<file path="src/shared/gate_cfg.svh">
// Timing constants and reset values for the three-phase gate command controller
`ifndef GATE_CFG_SVH
`define GATE_CFG_SVH

// ==========================================================================
// Clock
`define MCLK_HZ 40000000
`define MCLK_MHZ 40

// ==========================================================================
// Gate command timing
`define DEAD_NS 1500
`define DEAD_CYC ((`DEAD_NS * `MCLK_MHZ + 999) / 1000)
`define MINP_NS 500
`define MINP_CYC ((`MINP_NS * `MCLK_MHZ + 999) / 1000)
`define CARRIER_MAX_HZ 20000
`define PERIOD_MIN_CYC ((`MCLK_HZ + `CARRIER_MAX_HZ - 1) / `CARRIER_MAX_HZ)
`define LEG_CNT_W 7
`define CAR_W 12

// ==========================================================================
// Fault handling timing
`define RESTART_S 2
`define RESTART_CYC (`RESTART_S * `MCLK_HZ)
`define SD_PULSE_NS 3000
`define SD_CYC ((`SD_PULSE_NS * `MCLK_MHZ + 999) / 1000)
`define SD_CNT_W 8

// ==========================================================================
// Reset values
`define PERIOD_RST 12'hfa0
`define DUTY_RST 12'h000
`define LINE_IDLE 1'b1

`endif

</file>
<file path="src/shared/gate_pkg.sv">
// Types shared by the gate command controller modules
package gate_pkg;

	typedef enum logic [3:0] {
		ST_IDLE = 4'b0001,
		ST_RUN  = 4'b0010,
		ST_STOP = 4'b0100,
		ST_WAIT = 4'b1000
	} ctl_state_t;

	typedef enum logic [2:0] {
		LEG_OFF = 3'b001,
		LEG_HI  = 3'b010,
		LEG_LO  = 3'b100
	} leg_state_t;

endpackage

</file>
<file path="src/hdl/gate_ctrl.sv">
// Three-phase gate command controller with fault and shutdown handling
//
// Overview of operation
// - Each leg keeps both commands low for at least 1.5 us before turning the complement on.
// - Every high and every low pulse on a gate command lasts at least 0.5 us, except one cut short when a fault or leaving run forces the leg off.
// - The carrier period is clamped so the PWM frequency never exceeds 20 kHz.
// - All six gate commands are always driven from flip-flops, never floated.
// - The shared fault line is open drain, pulled up outside, and a low level means fault.
// - The controller may pull the fault line low to force the driver outputs off.
// - After the fault line goes low all six commands go low well inside 5 ms.
// - On a fault the controller stops modulating and holds every command off.
// - After a fault stop the controller waits at least 2 s before commanding again.
// - An over-limit temperature reading stops operation like a fault.
`timescale 1ns/10ps
`default_nettype none
`include "gate_cfg.svh"
module gate_ctrl
	import gate_pkg::*;
#(
	parameter int unsigned RESTART_CYC = `RESTART_CYC
) (
	// Clock, reset, enable
	input  wire logic              mclk,
	input  wire logic              rst_n,
	input  wire logic              ce,
	// Operation control
	input  wire logic              run_en,
	input  wire logic              shutdown_req,
	input  wire logic [`CAR_W-1:0] carrier_period,
	input  wire logic [`CAR_W-1:0] duty_u,
	input  wire logic [`CAR_W-1:0] duty_v,
	input  wire logic [`CAR_W-1:0] duty_w,
	// Temperature from ADC
	input  wire logic [9:0]        temp_code,
	input  wire logic [9:0]        temp_limit,
	// Gate commands
	output logic [2:0]             high_side_command,
	output logic [2:0]             low_side_command,
	// Fault and shutdown line
	input  wire logic              fault_line_i,
	output logic                   fault_line_o,
	output logic                   fault_line_oe,
	// Status
	output logic                   running,
	output logic                   fault_stopped,
	output logic                   restart_wait,
	output logic                   overtemp_flag,
	output logic                   period_start,
	output logic [7:0]             fault_count
);

	localparam logic [`CAR_W-1:0]    PERIOD_MIN = `CAR_W'(`PERIOD_MIN_CYC);
	localparam logic [`SD_CNT_W-1:0] SD_LAST    = `SD_CNT_W'(`SD_CYC - 1);
	localparam logic [31:0]          WAIT_LAST  = 32'(RESTART_CYC - 1);

	// ==================================================================
	// Fault line input
	logic line_sync_ff;

	line_sync #(
		.RST_VAL (`LINE_IDLE)
	) u_line_sync (
		.mclk     (mclk),
		.rst_n    (rst_n),
		.ce       (ce),
		.pin_in   (fault_line_i),
		.level_ff (line_sync_ff)
	);

	wire line_low  = !line_sync_ff;
	wire hot       = (temp_code >= temp_limit);
	wire fault_now = line_low || hot;

	// ==================================================================
	// Shutdown drive on the fault line
	logic                  sd_oe_ff;
	logic [`SD_CNT_W-1:0]  sd_cnt_ff;
	wire                   sd_hold = sd_oe_ff && (sd_cnt_ff != SD_LAST);

	// Pull enable rises with the request and drops once the stretch has run out
	always_ff @(posedge mclk or negedge rst_n) begin
		if (!rst_n) begin
			sd_oe_ff <= 1'b0;
		end else if (ce) begin
			if (shutdown_req) begin
				sd_oe_ff <= 1'b1;
			end else if (!sd_hold) begin
				sd_oe_ff <= 1'b0;
			end
		end
	end

	// Stretch counter keeps the pull on for at least 3 us after the request
	always_ff @(posedge mclk or negedge rst_n) begin
		if (!rst_n) begin
			sd_cnt_ff <= '0;
		end else if (ce) begin
			if (shutdown_req) begin
				sd_cnt_ff <= '0;
			end else if (sd_hold) begin
				sd_cnt_ff <= sd_cnt_ff + 1'b1;
			end
		end
	end

	// ==================================================================
	// Control state machine
	ctl_state_t  state_ff;
	ctl_state_t  nxt_state;
	logic [31:0] wait_cnt_ff;
	wire         wait_done = (wait_cnt_ff == WAIT_LAST);

	always_comb begin
		nxt_state = state_ff;
		case (state_ff)
			ST_IDLE: begin
				if (fault_now) begin
					nxt_state = ST_STOP;
				end else if (run_en) begin
					nxt_state = ST_RUN;
				end
			end
			ST_RUN: begin
				if (fault_now) begin
					nxt_state = ST_STOP;
				end else if (!run_en) begin
					nxt_state = ST_IDLE;
				end
			end
			ST_STOP: begin
				if (!fault_now) begin
					nxt_state = ST_WAIT;
				end
			end
			ST_WAIT: begin
				if (fault_now) begin
					nxt_state = ST_STOP;
				end else if (wait_done) begin
					nxt_state = ST_IDLE;
				end
			end
			default: begin
				nxt_state = ST_IDLE;
			end
		endcase
	end

	wire enter_stop = (nxt_state == ST_STOP) && (state_ff != ST_STOP);

	always_ff @(posedge mclk or negedge rst_n) begin
		if (!rst_n) begin
			state_ff <= ST_IDLE;
		end else if (ce) begin
			state_ff <= nxt_state;
		end
	end

	// Restart wait counter runs only while waiting, so a new fault restarts it
	always_ff @(posedge mclk or negedge rst_n) begin
		if (!rst_n) begin
			wait_cnt_ff <= '0;
		end else if (ce) begin
			if (state_ff == ST_WAIT) begin
				wait_cnt_ff <= wait_cnt_ff + 32'h0000_0001;
			end else begin
				wait_cnt_ff <= '0;
			end
		end
	end

	// ==================================================================
	// Carrier and duty shadows
	logic [`CAR_W-1:0] car_cnt_ff;
	logic [`CAR_W-1:0] per_ff;
	logic [`CAR_W-1:0] duty_sh_ff [3];
	wire  [`CAR_W-1:0] per_clamped = (carrier_period < PERIOD_MIN) ? PERIOD_MIN
		: carrier_period;
	wire               car_wrap  = (car_cnt_ff >= per_ff - 1'b1);
	wire               modulate  = (state_ff == ST_RUN);
	wire               load_sh   = !modulate || car_wrap;

	// Carrier counter restarts at every wrap and whenever modulation is off
	always_ff @(posedge mclk or negedge rst_n) begin
		if (!rst_n) begin
			car_cnt_ff <= '0;
		end else if (ce) begin
			if (load_sh) begin
				car_cnt_ff <= '0;
			end else begin
				car_cnt_ff <= car_cnt_ff + 1'b1;
			end
		end
	end

	// Shadowed period and duties, so a mid-period change cannot cut a pulse
	always_ff @(posedge mclk or negedge rst_n) begin
		if (!rst_n) begin
			per_ff        <= `PERIOD_RST;
			duty_sh_ff[0] <= `DUTY_RST;
			duty_sh_ff[1] <= `DUTY_RST;
			duty_sh_ff[2] <= `DUTY_RST;
		end else if (ce && load_sh) begin
			per_ff        <= per_clamped;
			duty_sh_ff[0] <= duty_u;
			duty_sh_ff[1] <= duty_v;
			duty_sh_ff[2] <= duty_w;
		end
	end

	// ==================================================================
	// Phase legs
	wire [2:0] leg_hs;
	wire [2:0] leg_ls;
	wire       force_off = !modulate || fault_now;

	for (genvar p = 0; p < 3; p++) begin : g_leg
		wire want_hi = (car_cnt_ff < duty_sh_ff[p]);

		phase_leg u_leg (
			.mclk      (mclk),
			.rst_n     (rst_n),
			.ce        (ce),
			.want_hi   (want_hi),
			.force_off (force_off),
			.hs_ff     (leg_hs[p]),
			.ls_ff     (leg_ls[p])
		);
	end

	assign high_side_command = leg_hs;
	assign low_side_command  = leg_ls;

	// ==================================================================
	// Status registers
	logic       line_o_ff;
	logic       run_ff;
	logic       stop_ff;
	logic       wait_ff;
	logic       hot_ff;
	logic       pstart_ff;
	logic [7:0] fcnt_ff;
	wire        nxt_run    = (nxt_state == ST_RUN);
	wire        nxt_stop   = (nxt_state == ST_STOP);
	wire        nxt_wait   = (nxt_state == ST_WAIT);
	wire        nxt_pstart = modulate && car_wrap;
	wire        fcnt_full  = (fcnt_ff == 8'hff);
	wire        fcnt_bump  = enter_stop && !fcnt_full;

	// Line output level: open drain, so only the enable ever moves
	always_ff @(posedge mclk or negedge rst_n) begin
		if (!rst_n) begin
			line_o_ff <= 1'b0;
		end else if (ce) begin
			line_o_ff <= 1'b0;
		end
	end

	// State flags follow the next state so they line up with the legs
	always_ff @(posedge mclk or negedge rst_n) begin
		if (!rst_n) begin
			run_ff  <= 1'b0;
			stop_ff <= 1'b0;
			wait_ff <= 1'b0;
		end else if (ce) begin
			run_ff  <= nxt_run;
			stop_ff <= nxt_stop;
			wait_ff <= nxt_wait;
		end
	end

	// Overtemperature compare and carrier wrap pulse
	always_ff @(posedge mclk or negedge rst_n) begin
		if (!rst_n) begin
			hot_ff    <= 1'b0;
			pstart_ff <= 1'b0;
		end else if (ce) begin
			hot_ff    <= hot;
			pstart_ff <= nxt_pstart;
		end
	end

	// Fault counter saturates instead of wrapping
	always_ff @(posedge mclk or negedge rst_n) begin
		if (!rst_n) begin
			fcnt_ff <= 8'h00;
		end else if (ce && fcnt_bump) begin
			fcnt_ff <= fcnt_ff + 8'h01;
		end
	end

	assign fault_line_o  = line_o_ff;
	assign fault_line_oe = sd_oe_ff;
	assign running       = run_ff;
	assign fault_stopped = stop_ff;
	assign restart_wait  = wait_ff;
	assign overtemp_flag = hot_ff;
	assign period_start  = pstart_ff;
	assign fault_count   = fcnt_ff;

endmodule
`default_nettype wire

</file>
<file path="src/hdl/line_sync.sv">
// Two-flop synchroniser for an asynchronous pin level
`timescale 1ns/10ps
`default_nettype none
module line_sync
	import gate_pkg::*;
#(
	parameter logic RST_VAL = 1'b1
) (
	// Clock and reset
	input  wire logic mclk,
	input  wire logic rst_n,
	input  wire logic ce,
	// Level
	input  wire logic pin_in,
	output logic      level_ff
);

	logic meta_ff;

	always_ff @(posedge mclk or negedge rst_n) begin
		if (!rst_n) begin
			meta_ff  <= RST_VAL;
			level_ff <= RST_VAL;
		end else if (ce) begin
			meta_ff  <= pin_in;
			level_ff <= meta_ff;
		end
	end

endmodule
`default_nettype wire

</file>
<file path="src/hdl/phase_leg.sv">
// One phase leg: complementary commands with dead time and minimum pulse width
`timescale 1ns/10ps
`default_nettype none
`include "gate_cfg.svh"
module phase_leg
	import gate_pkg::*;
(
	// Clock and reset
	input  wire logic mclk,
	input  wire logic rst_n,
	input  wire logic ce,
	// Request
	input  wire logic want_hi,
	input  wire logic force_off,
	// Gate commands
	output logic      hs_ff,
	output logic      ls_ff
);

	localparam logic [`LEG_CNT_W-1:0] DEAD = `LEG_CNT_W'(`DEAD_CYC);
	localparam logic [`LEG_CNT_W-1:0] MINP = `LEG_CNT_W'(`MINP_CYC);

	leg_state_t             leg_ff;
	leg_state_t             nxt_leg;
	logic [`LEG_CNT_W-1:0]  cnt_ff;
	wire                    dead_done = (cnt_ff >= DEAD);
	wire                    minp_done = (cnt_ff >= MINP);
	wire                    changing  = (nxt_leg != leg_ff);

	// ==================================================================
	// Leg sequencing
	always_comb begin
		nxt_leg = leg_ff;
		case (leg_ff)
			LEG_OFF: begin
				if (!force_off && dead_done) begin
					nxt_leg = want_hi ? LEG_HI : LEG_LO;
				end
			end
			LEG_HI: begin
				if (force_off || (!want_hi && minp_done)) begin
					nxt_leg = LEG_OFF;
				end
			end
			LEG_LO: begin
				if (force_off || (want_hi && minp_done)) begin
					nxt_leg = LEG_OFF;
				end
			end
			default: begin
				nxt_leg = LEG_OFF;
			end
		endcase
	end

	// ==================================================================
	// State, time since last edge, registered commands
	always_ff @(posedge mclk or negedge rst_n) begin
		if (!rst_n) begin
			leg_ff <= LEG_OFF;
			cnt_ff <= '0;
			hs_ff  <= 1'b0;
			ls_ff  <= 1'b0;
		end else if (ce) begin
			leg_ff <= nxt_leg;
			if (changing) begin
				cnt_ff <= '0;
			end else if (!dead_done) begin
				cnt_ff <= cnt_ff + 1'b1;
			end
			hs_ff <= (nxt_leg == LEG_HI);
			ls_ff <= (nxt_leg == LEG_LO);
		end
	end

endmodule
`default_nettype wire

</file>
<file path="config.mk">
export PLATFORM = sky130hd
export DESIGN_NAME = gate_ctrl
export DESIGN_NICKNAME = d
export VERILOG_FILES = /design/src/shared/gate_pkg.sv /design/src/hdl/gate_ctrl.sv /design/src/hdl/line_sync.sv /design/src/hdl/phase_leg.sv
export VERILOG_INCLUDE_DIRS = /design/src /design/src/shared
export SDC_FILE = /design/constraint.sdc
export NUM_CORES = 1
export LEC_CHECK = 0
export BUFFER_PORTS_ARGS = -buffer_cell sky130_fd_sc_hd__buf_2
export CORE_MARGIN = 3
export CORE_UTILIZATION = 55
export DETAILED_ROUTE_END_ITERATION = 8
export PLACE_DENSITY = 0.75
export REMOVE_ABC_BUFFERS = 1
export SLEW_MARGIN = 25
export SYNTH_ARGS = -nofsm -noshare
export SYNTH_HDL_FRONTEND = slang
export SYNTH_SLANG_ARGS = --single-unit
</file>
<file path="constraint.sdc">
create_clock -name mclk -period 3.6 [get_ports mclk]
set_clock_uncertainty 0.05 [all_clocks]
set_input_delay 0.36 -clock mclk [delete_from_list [all_inputs] [get_ports mclk]]
set_output_delay 0.36 -clock mclk [all_outputs]
set_load 0.02 [all_outputs]
</file>
==> impl_metrics.yaml, run 1 <==
routing:
  drt-met1-wl_um: 8860
  dr_wl_met3_um: 872
  num_vias: 7070
  drt_iter0_drc: 394
  wl_met2_um: 9510
  drc: 0
  wl_per_cell_um: 15.5
  dr.pass1.iters: 5
  viasPerCell: 5.63
  dr.max_layer_used: "met4"
  finalWirelength_um: 19500
  antenna_left: 0
timing:
  min_period_ns: 3.36
  tightestPinTransition_ns: 0.836
  timing.fmax_ghz: 0.298
  setup_viol_count_final: 0
  fin_crit_sh: 0.933
  drv_slew: 0
  relSlewSlack: 0.443
  hold_viol: 0
  finalSetupTns_ns: 0
  rsz0062_at_grt: "no"
setup_path:
  critical_path.cell_chain: "nor4_1 -> nand2_1 -> nor4_1 -> xnor2_1 -> ha_1 -> a21o_1 -> a21oi_1 -> nand2_1 -> a21o_1 -> a21oi_1 -> nor2_4 -> buf_16 -> mux2_2"
  max_stage_delay_ns: 0.41
  crit_path_end_kind: "register"
  critical-path-slowest-cell: "dfrtp_1"
  r2r_start: "per_ff[4]"
  worstPathMaxFanout: 24
  reg2reg_depth: 13
  path_class: "reg -> reg"
  reg2reg_slack_ns: 0.24
  crit_path_start_kind: "register"
  critPathRequiredTime_ns: 3.86
  crit_arrival_ns: 3.62
  r2r-end: "duty_sh_ff[28]"
  crit_path_start: "per_ff[4]"
logic_synthesis:
  synth_edf_count: 0
  ys_seq_elements: 156
  yosys.cell_types.count: 73
  synth_area_per_cell_um2: 9.68
  synthArstFlopShare: 1.00
  yosys.area.top_type: "dfrtp_1"
  synth_top_area_frac: 0.402
  ys.flop_type: "dfrtp_1"
  synthCells: 926
  netlist_area_um2: 8970
  ys_warn_count: 0
  synth_area_leaders: "dfrtp_1 (40%), ha_1 (9.2%), mux2_2 (5.0%)"
  synth-seq-area-share: 0.437
cells_and_area:
  drive_gt1_frac: 0.200
  area_delta_synth_final_pct: 15.7
  final_util: 0.651
  multiInputGateArea_um2: 4590
  final_cell_mix: "dfrtp_1 (144), buf_2 (92), nor2_1 (91), inv_1 (79), ha_1 (66)"
  final_common_cell: "dfrtp_1"
  diodes: 0
  seq_area_um2: 3920
  layout.nets: 1166
  fillers: 1289
power_and_ir_drop:
  finalPower_uw: 5060
  p_leak_uw: 0.00504
  peakVddDrop_v: 0.000367
  power_density_nw_per_um2: 488
floorplan:
  die_x_um: 134
  io_pins: 95
  fp-row-count: 46
  dieArea_um2: 17900
  core_um2: 15900
  die_h_um: 134
  start_util: 0.562
global_route:
  grt_pass1_wl_um: 33300
  antenna_found_initial: 0
  overflow: 0
  track_usage: 0.229
  grt_pass1_vias: 6948
  grt_max_degree: 90
hold_path:
  holdCritPathClass: "in -> reg"
  whs_path_depth: 2
  min_from: "duty_v[6]"
  min_to: "duty_sh_ff[18]"
clock_tree:
  numCtsBuffers: 17
  cts.sink_count: 156
  clk_pin_slew_ns: 0.06
  cts_tree: "yes"
  clockBufferDepth: 2
  cts-root-buf: "clkbuf_16"
  htreeDepth: 4
  insertion_delay_ns: 0.43
place:
  place.detailed.hpwl_um: 13800
  portBuffers: 93
  routabilityCongestion: 0.848
status:
  run_status: "finished, final reports clean"
job:
  max-cap-violations: 0
-- worst max-delay path, delay by kind of cell (launching register included) --
kind                       cells  cell delay (ns)
buffers and inverters          1             0.20
adders and majority gates      1             0.27
and+or+nand+nor                5             1.00
DFF                            1             0.41
AOI/OAI and AO/OA              4             0.84
xor gates and xnor gates       1             0.18
muxes                          1             0.29
-- how the worst max path moves through the flow --
stage / to / slack [ns] / depth (start not counted)
6_report: duty_sh_ff[28] / 0.24 / 13
5_1_grt: duty_sh_ff[28] / 0.04 / 13
4_1_cts: per_ff[6] / 0.19 / 13
3_5_place_dp: per_ff[6] / 0.21 / 13
3_3_place_gp: duty_sh_ff[18] / 0.10 / 12
2_1_floorplan: duty_sh_ff[0] / -0.85 / 12
-- power by group --
| group | switching [µW] | leakage (µW) | internal (µW) |
|---|---|---|---|
| clock | 679 | 0.000308 | 1200 |
| combinational | 516 | 0.00275 | 430 |
| sequential | 249 | 0.00199 | 1980 |
-- cells by family after synthesis --
family	after synthesis	synth area share
and+or+nand+nor	311	0.173
AOI/OAI and AO/OA	178	0.134
DFF	156	0.437
buffers and inverters	112	0.0516
adders and majority gates	66	0.0921
xor gates and xnor gates	60	0.0586
muxes	42	0.0530
other	1	0.000418
-- metrics by stage --
stage / cells / instance area [µm²] / worst slack (ns) / hold WS (ns)
after floorplan: 893 / 8800 / -0.846 / 0.0144
after global placement: 1215 / 9660 / 0.102 / 0.409
after detailed placement: 1216 / 9690 / 0.208 / 0.414
after CTS: 1249 / 10300 / 0.193 / 0.0925
after global routing: 1255 / 10400 / 0.0383 / 0.0932
final: 1255 / 10400 / 0.241 / 0.109
-- Yosys cell counts (3+ instances only) --
master and count:
buf_4 7, or3_1 7, and4_1 4, o21a_1 5
nor4_1 10, mux2_2 40, xnor2_1 27, and2_1 6
nand2b_1 10, nor3_1 23, nor3b_1 3, a41oi_1 5
nor4b_1 3, inv_1 79, a31oi_1 4, or4_1 3
clkbuf_1 22, a32oi_1 4, a21oi_1 29, xor2_1 33
dfstp_2 12, a22o_1 10, o22ai_1 3, nand2_1 64
o2111ai_1 3, nand3_1 30, nor2_1 92, nor2b_1 9
nand4_1 26, and3_1 10, dfrtp_1 144, ha_1 66
o21ai_0 53, a211oi_1 5, a21o_1 27, o211ai_1 5
-- flip-flops by register name, summed over array words and instances, names as in the netlist --
name,flops
g_leg.u_leg.leg_ff,9
fault_line_oe,1
g_leg.u_leg.hs_ff,3
duty_sh_ff,36
restart_wait,1
g_leg.u_leg.cnt_ff,21
overtemp_flag,1
fault_count,8
u_line_sync.meta_ff,1
running,1
g_leg.u_leg.ls_ff,3
period_start,1
per_ff,12
wait_cnt_ff,32
state_ff,4
sd_cnt_ff,8
car_cnt_ff,12
u_line_sync.level_ff,1
fault_stopped,1
-- per-layer routing --
metal	up-vias	global-route usage
met3	23	0.0548
li1	3460	-
met4	0	0.0634
met2	154	0.380
met5	-	0
met1	3433	0.301
-- final cells by class --
type                    count  share of cell area
clock buffers              27              0.0504
well taps                 216              0.0261
multi-input cells         658               0.443
repair buffers            114              0.0641
inverters                  79              0.0286
flip-flops and latches    156               0.378
clock inverters             5              0.0100
-- timing repair --
action | CTS | global route
resized for setup | 0 | 1
hold buffers | 1 | 0
setup endpoints to repair | 0 | 33
hold endpoints to repair | 38 | 0
buffers inserted | 0 | 6
No activity file was read; power rests on OpenSTA's default activity.
==> run 2, diff against run 1 <==
Settings changed: CORE_ASPECT_RATIO set to 1.75, CORE_MARGIN 3 to 2.
==> impl_metrics.yaml, run 2 (same netlist as run 1, synthesis figures left out) <==
clock_tree:
  htreeDepth: 4
  cts_tree: "yes"
  cts-root-buf: "clkbuf_16"
  cts.sink_count: 156
  clockBufferDepth: 2
  numCtsBuffers: 17
  clk_pin_slew_ns: 0.06
  insertion_delay_ns: 0.43
timing:
  finalSetupTns_ns: 0
  timing.fmax_ghz: 0.303
  min_period_ns: 3.30
  hold_viol: 0
  tightestPinTransition_ns: 0.830
  relSlewSlack: 0.447
  rsz0062_at_grt: "no"
  setup_viol_count_final: 0
  fin_crit_sh: 0.918
  drv_slew: 0
  holdWs_ns: 0.0987
cells_and_area:
  reg_top3: "duty_sh_ff x36, wait_cnt_ff x32, g_leg.u_leg.cnt_ff x21"
  final_common_cell: "dfrtp_1"
  diodes: 0
  layout.nets: 1160
  drive_gt1_frac: 0.199
  fillers: 1372
  final_cell_mix: "dfrtp_1 (144), buf_2 (92), nor2_1 (91), inv_1 (79), ha_1 (66)"
  stdcell_area_um2: 10300
  largest_register_ffs: 36
  max_flop_register: "duty_sh_ff"
  area_delta_synth_final_pct: 15.0
floorplan:
  io_pins: 95
  start_util: 0.562
  fp-row-count: 61
  die_x_um: 101
  core_um2: 16000
  dieArea_um2: 17400
  die_h_um: 173
place:
  place.detailed.hpwl_um: 14800
  post_dp_cell_area_um2: 9660
  portBuffers: 93
  routabilityCongestion: 0.834
routing:
  viasPerCell: 5.86
  num_vias: 7161
  finalWirelength_um: 20700
  wl_per_cell_um: 16.9
  antenna_left: 0
  drt_iter0_drc: 225
  dr.pass1.iters: 4
  drc: 0
global_route:
  grt_pass1_vias: 7441
  track_usage: 0.245
  antenna_found_initial: 0
  grt_max_degree: 89
  grt_pass1_wl_um: 34100
  overflow: 0
setup_path:
  critPathBufInv: 2
  crit_family: "simple AND/OR/NAND/NOR gates"
  critical-path-slowest-cell: "dfrtp_1"
  worstPathMaxFanout: 18
  max_stage_delay_ns: 0.43
  critical_path.cell_chain: "nor4_2 -> nand2_1 -> nor4_2 -> xnor2_1 -> ha_1 -> a21o_1 -> a21oi_1 -> nand2_1 -> a21o_1 -> a21oi_2 -> nor2_4 -> buf_16 -> buf_16 -> mux2_2"
  crit_arrival_ns: 3.56
  crit_path_start_kind: "register"
  crit_path_end_kind: "register"
  critPathRequiredTime_ns: 3.86
  path_class: "reg -> reg"
job:
  max-cap-violations: 0
power_and_ir_drop:
  peakVddDrop_v: 0.000407
  power_density_nw_per_um2: 495
  finalPower_uw: 5100
  p_leak_uw: 0.00501
hold_path:
  holdCritPathClass: "in -> reg"
status:
  run_status: "finished, final reports clean"
run 2: changes by cell type in the layout (fill, tap and decap cells not counted), sizes merged:
cell,before,now
inv,79,80
clkinvlp,0,3
clkbuf,27,21
buf,113,107
bufinv,3,4
clkinv,2,3
run 2: final timing paths:
path | cells past startpoint | startpoint | slack [ns] | to
setup / recovery | 14 | per_ff[4] | 0.30 | duty_sh_ff[11]
setup reg to reg | 14 | per_ff[4] | 0.30 | duty_sh_ff[11]
hold / removal | 2 | carrier_period[2] | 0.1 | per_ff[2]
hold reg to reg | 1 | fault_count[5] | 0.44 | fault_count[5]
min in group asynchronous | 2 | rst_n | 0.50 | per_ff[2]
max in group asynchronous | 3 | rst_n | 2.08 | g_leg[0].u_leg.leg_ff[0]
run 2: report_power, final:
group	switching, µW	leakage (µW)	internal (µW)
combinational	529	0.00272	427
sequential	246	0.00199	1980
clock	723	0.000299	1200
run 2: what timing repair did:
item / in CTS / in global routing
buffers inserted: 0 / 0
hold endpoints to repair: 26 / 0
hold buffers: 1 / 0
gates resized for setup: 0 / 3
setup endpoints to repair: 0 / 41
run 2: final cells by class:
| cell class | count | area (µm²) | share of cell area |
|---|---|---|---|
| Clock inverter | 11 | 166 | 0.0161 |
| Sequential cell | 156 | 3920 | 0.380 |
| Tap cell | 189 | 236 | 0.0229 |
| Multi-Input combinational cell | 658 | 4610 | 0.447 |
| Inverter | 79 | 297 | 0.0288 |
| Clock buffer | 21 | 460 | 0.0446 |
| Timing Repair Buffer | 108 | 627 | 0.0608 |
run 2: stage by stage:
| stage | setup WS [ns] | util | cells |
|---|---|---|---|
| floorplan | -0.846 | - | 893 |
| global placement | 0.0141 | 0.602 | 1187 |
| detailed placement | 0.143 | 0.606 | 1189 |
| CTS | 0.0838 | 0.646 | 1222 |
| global route | 0.0271 | 0.647 | 1222 |
| finish | 0.297 | 0.647 | 1222 |
run 2: metal layers:
metal  up-vias  global-route usage  part of all wire
met5         -                   0                 0
met4         0               0.125             0.038
met3        58              0.0356             0.028
met2       125               0.468              0.56
met1      3529               0.249              0.38
li1       3449                   -                 -
==> run 3, diff against run 2 <==
==> constraint.sdc (replaced) <==
create_clock -name mclk -period 3.6 [get_ports mclk]
set_clock_uncertainty 0.05 [all_clocks]
set_input_delay 0.54 -clock mclk [delete_from_list [all_inputs] [get_ports mclk]]
set_output_delay 0.54 -clock mclk [all_outputs]
set_load 0.02 [all_outputs]
==> impl_metrics.yaml, run 3 (same netlist as run 1, synthesis figures left out) <==
clock_tree:
  insertion_delay_ns: 0.44
  clockBufferDepth: 2
  cts_tree: "yes"
  htreeDepth: 4
  numCtsBuffers: 17
  cts.sink_count: 156
  clk_pin_slew_ns: 0.06
  cts-root-buf: "clkbuf_16"
  ctsHoldBuffers: 0
routing:
  finalWirelength_um: 20100
  drc: 0
  drt_iter0_drc: 264
  viasPerCell: 5.83
  antenna_left: 0
  num_vias: 7146
  wl_per_cell_um: 16.4
  dr.pass1.iters: 5
place:
  portBuffers: 93
  place.detailed.hpwl_um: 14800
  routabilityCongestion: 0.858
  place_inst: 1193
cells_and_area:
  layout.nets: 1163
  final_cell_mix: "dfrtp_1 (144), buf_2 (92), nor2_1 (91), inv_1 (79), ha_1 (66)"
  seq_area_um2: 3920
  reg_top3: "duty_sh_ff x36, wait_cnt_ff x32, g_leg.u_leg.cnt_ff x21"
  fillers: 1317
  area_delta_synth_final_pct: 15.6
  max_flop_register: "duty_sh_ff"
  drive_gt1_frac: 0.204
  final_cells: 1225
  diodes: 0
  multiInputGateArea_um2: 4610
  final_util: 0.650
  final_common_cell: "dfrtp_1"
  largest_register_ffs: 36
floorplan:
  io_pins: 95
  die_x_um: 101
  start_util: 0.562
  dieArea_um2: 17400
  die_h_um: 173
  core_um2: 16000
  fp-row-count: 61
setup_path:
  critPathBufInv: 2
  r2r_start: "per_ff[4]"
  reg2reg_depth: 14
  crit_arrival_ns: 3.69
  critical_path.cell_chain: "nor4_2 -> nand2_1 -> nor4_2 -> xnor2_1 -> ha_1 -> a21o_1 -> a21oi_1 -> nand2_1 -> a21o_1 -> a21oi_2 -> nor2_4 -> buf_16 -> buf_16 -> mux2_2"
  crit_path_end_kind: "register"
  crit_family: "simple AND/OR/NAND/NOR gates"
  crit_path_start_kind: "register"
  critical-path-slowest-cell: "dfrtp_1"
  reg2reg_slack_ns: 0.17
  worstPathMaxFanout: 18
  path_class: "reg -> reg"
  critPathRequiredTime_ns: 3.86
  max_stage_delay_ns: 0.43
  r2r-end: "duty_sh_ff[3]"
global_route:
  track_usage: 0.243
  antenna_found_initial: 0
  grt_max_degree: 88
  grt_pass1_wl_um: 33900
  overflow: 0
  grt_pass1_vias: 7344
power_and_ir_drop:
  finalPower_uw: 5150
  peakVddDrop_v: 0.000405
  p_leak_uw: 0.00503
  power_density_nw_per_um2: 497
job:
  max-cap-violations: 0
timing:
  timing.fmax_ghz: 0.292
  fin_crit_sh: 0.951
  tightestPinTransition_ns: 0.835
  drv_slew: 0
  hold_viol: 0
  rsz0062_at_grt: "no"
  finalSetupTns_ns: 0
  min_period_ns: 3.43
  relSlewSlack: 0.444
  setup_viol_count_final: 0
status:
  run_status: "finished, final reports clean"
hold_path:
  holdCritPathClass: "in -> async"
-- run 3: changes by cell type in the layout (fill, tap and decap cells not counted), moves of 2 or more --
cell / change
buf_4: +3
clkbuf_8: -2
clkinv_2: -2
clkinvlp_4: +2
-- run 3: metrics by stage --
stage	setup slack (ns)	hold slack [ns]	cell area [µm²]
final	0.175	0.104	10400
after global routing	0.00911	0.182	10400
after CTS	0.0371	0.150	10400
after detailed placement	0.0977	0.413	9700
after global placement	0.0163	0.409	9650
after floorplan	-0.846	0.194	8800
-- run 3: layout make-up --
| class | instances | share of cell area |
|---|---|---|
| Multi-Input combinational cell | 658 | 0.444 |
| Sequential cell | 156 | 0.378 |
| Timing Repair Buffer | 111 | 0.0636 |
| Clock buffer | 18 | 0.0414 |
| Inverter | 79 | 0.0286 |
| Tap cell | 189 | 0.0228 |
| Clock inverter | 14 | 0.0211 |
-- run 3: layer usage --
layer  global-route usage  vias up  share of wire
li1                     -     3449              -
met1                0.251     3508           0.37
met2                0.455      129           0.56
met3               0.0424       60          0.027
met4                0.123        0          0.041
met5                    0        -              0
-- run 3: how the worst max path moves through the flow --
stage / slack (ns) / endpoint / cells past startpoint / startpoint
after floorplan: -0.85 / duty_sh_ff[0] / 12 / per_ff[4]
final: 0.17 / duty_sh_ff[3] / 14 / per_ff[4]
after global placement: 0.02 / duty_sh_ff[8] / 12 / per_ff[4]
after global routing: 0.009 / duty_sh_ff[3] / 14 / per_ff[4]
after CTS: 0.04 / duty_sh_ff[3] / 14 / per_ff[4]
after detailed placement: 0.1 / duty_sh_ff[34] / 14 / per_ff[4]
-- run 3: repair_timing --
action                                  CTS  global route
gates resized for setup                   0             3
endpoints found under the setup margin    0            45
buffers inserted                          0             0
hold endpoints to repair                  0             0
-- run 3: power by group --
| group | switching [µW] | internal [µW] |
|---|---|---|
| Combinational | 528 | 428 |
| Clock | 739 | 1230 |
| Sequential | 244 | 1980 |
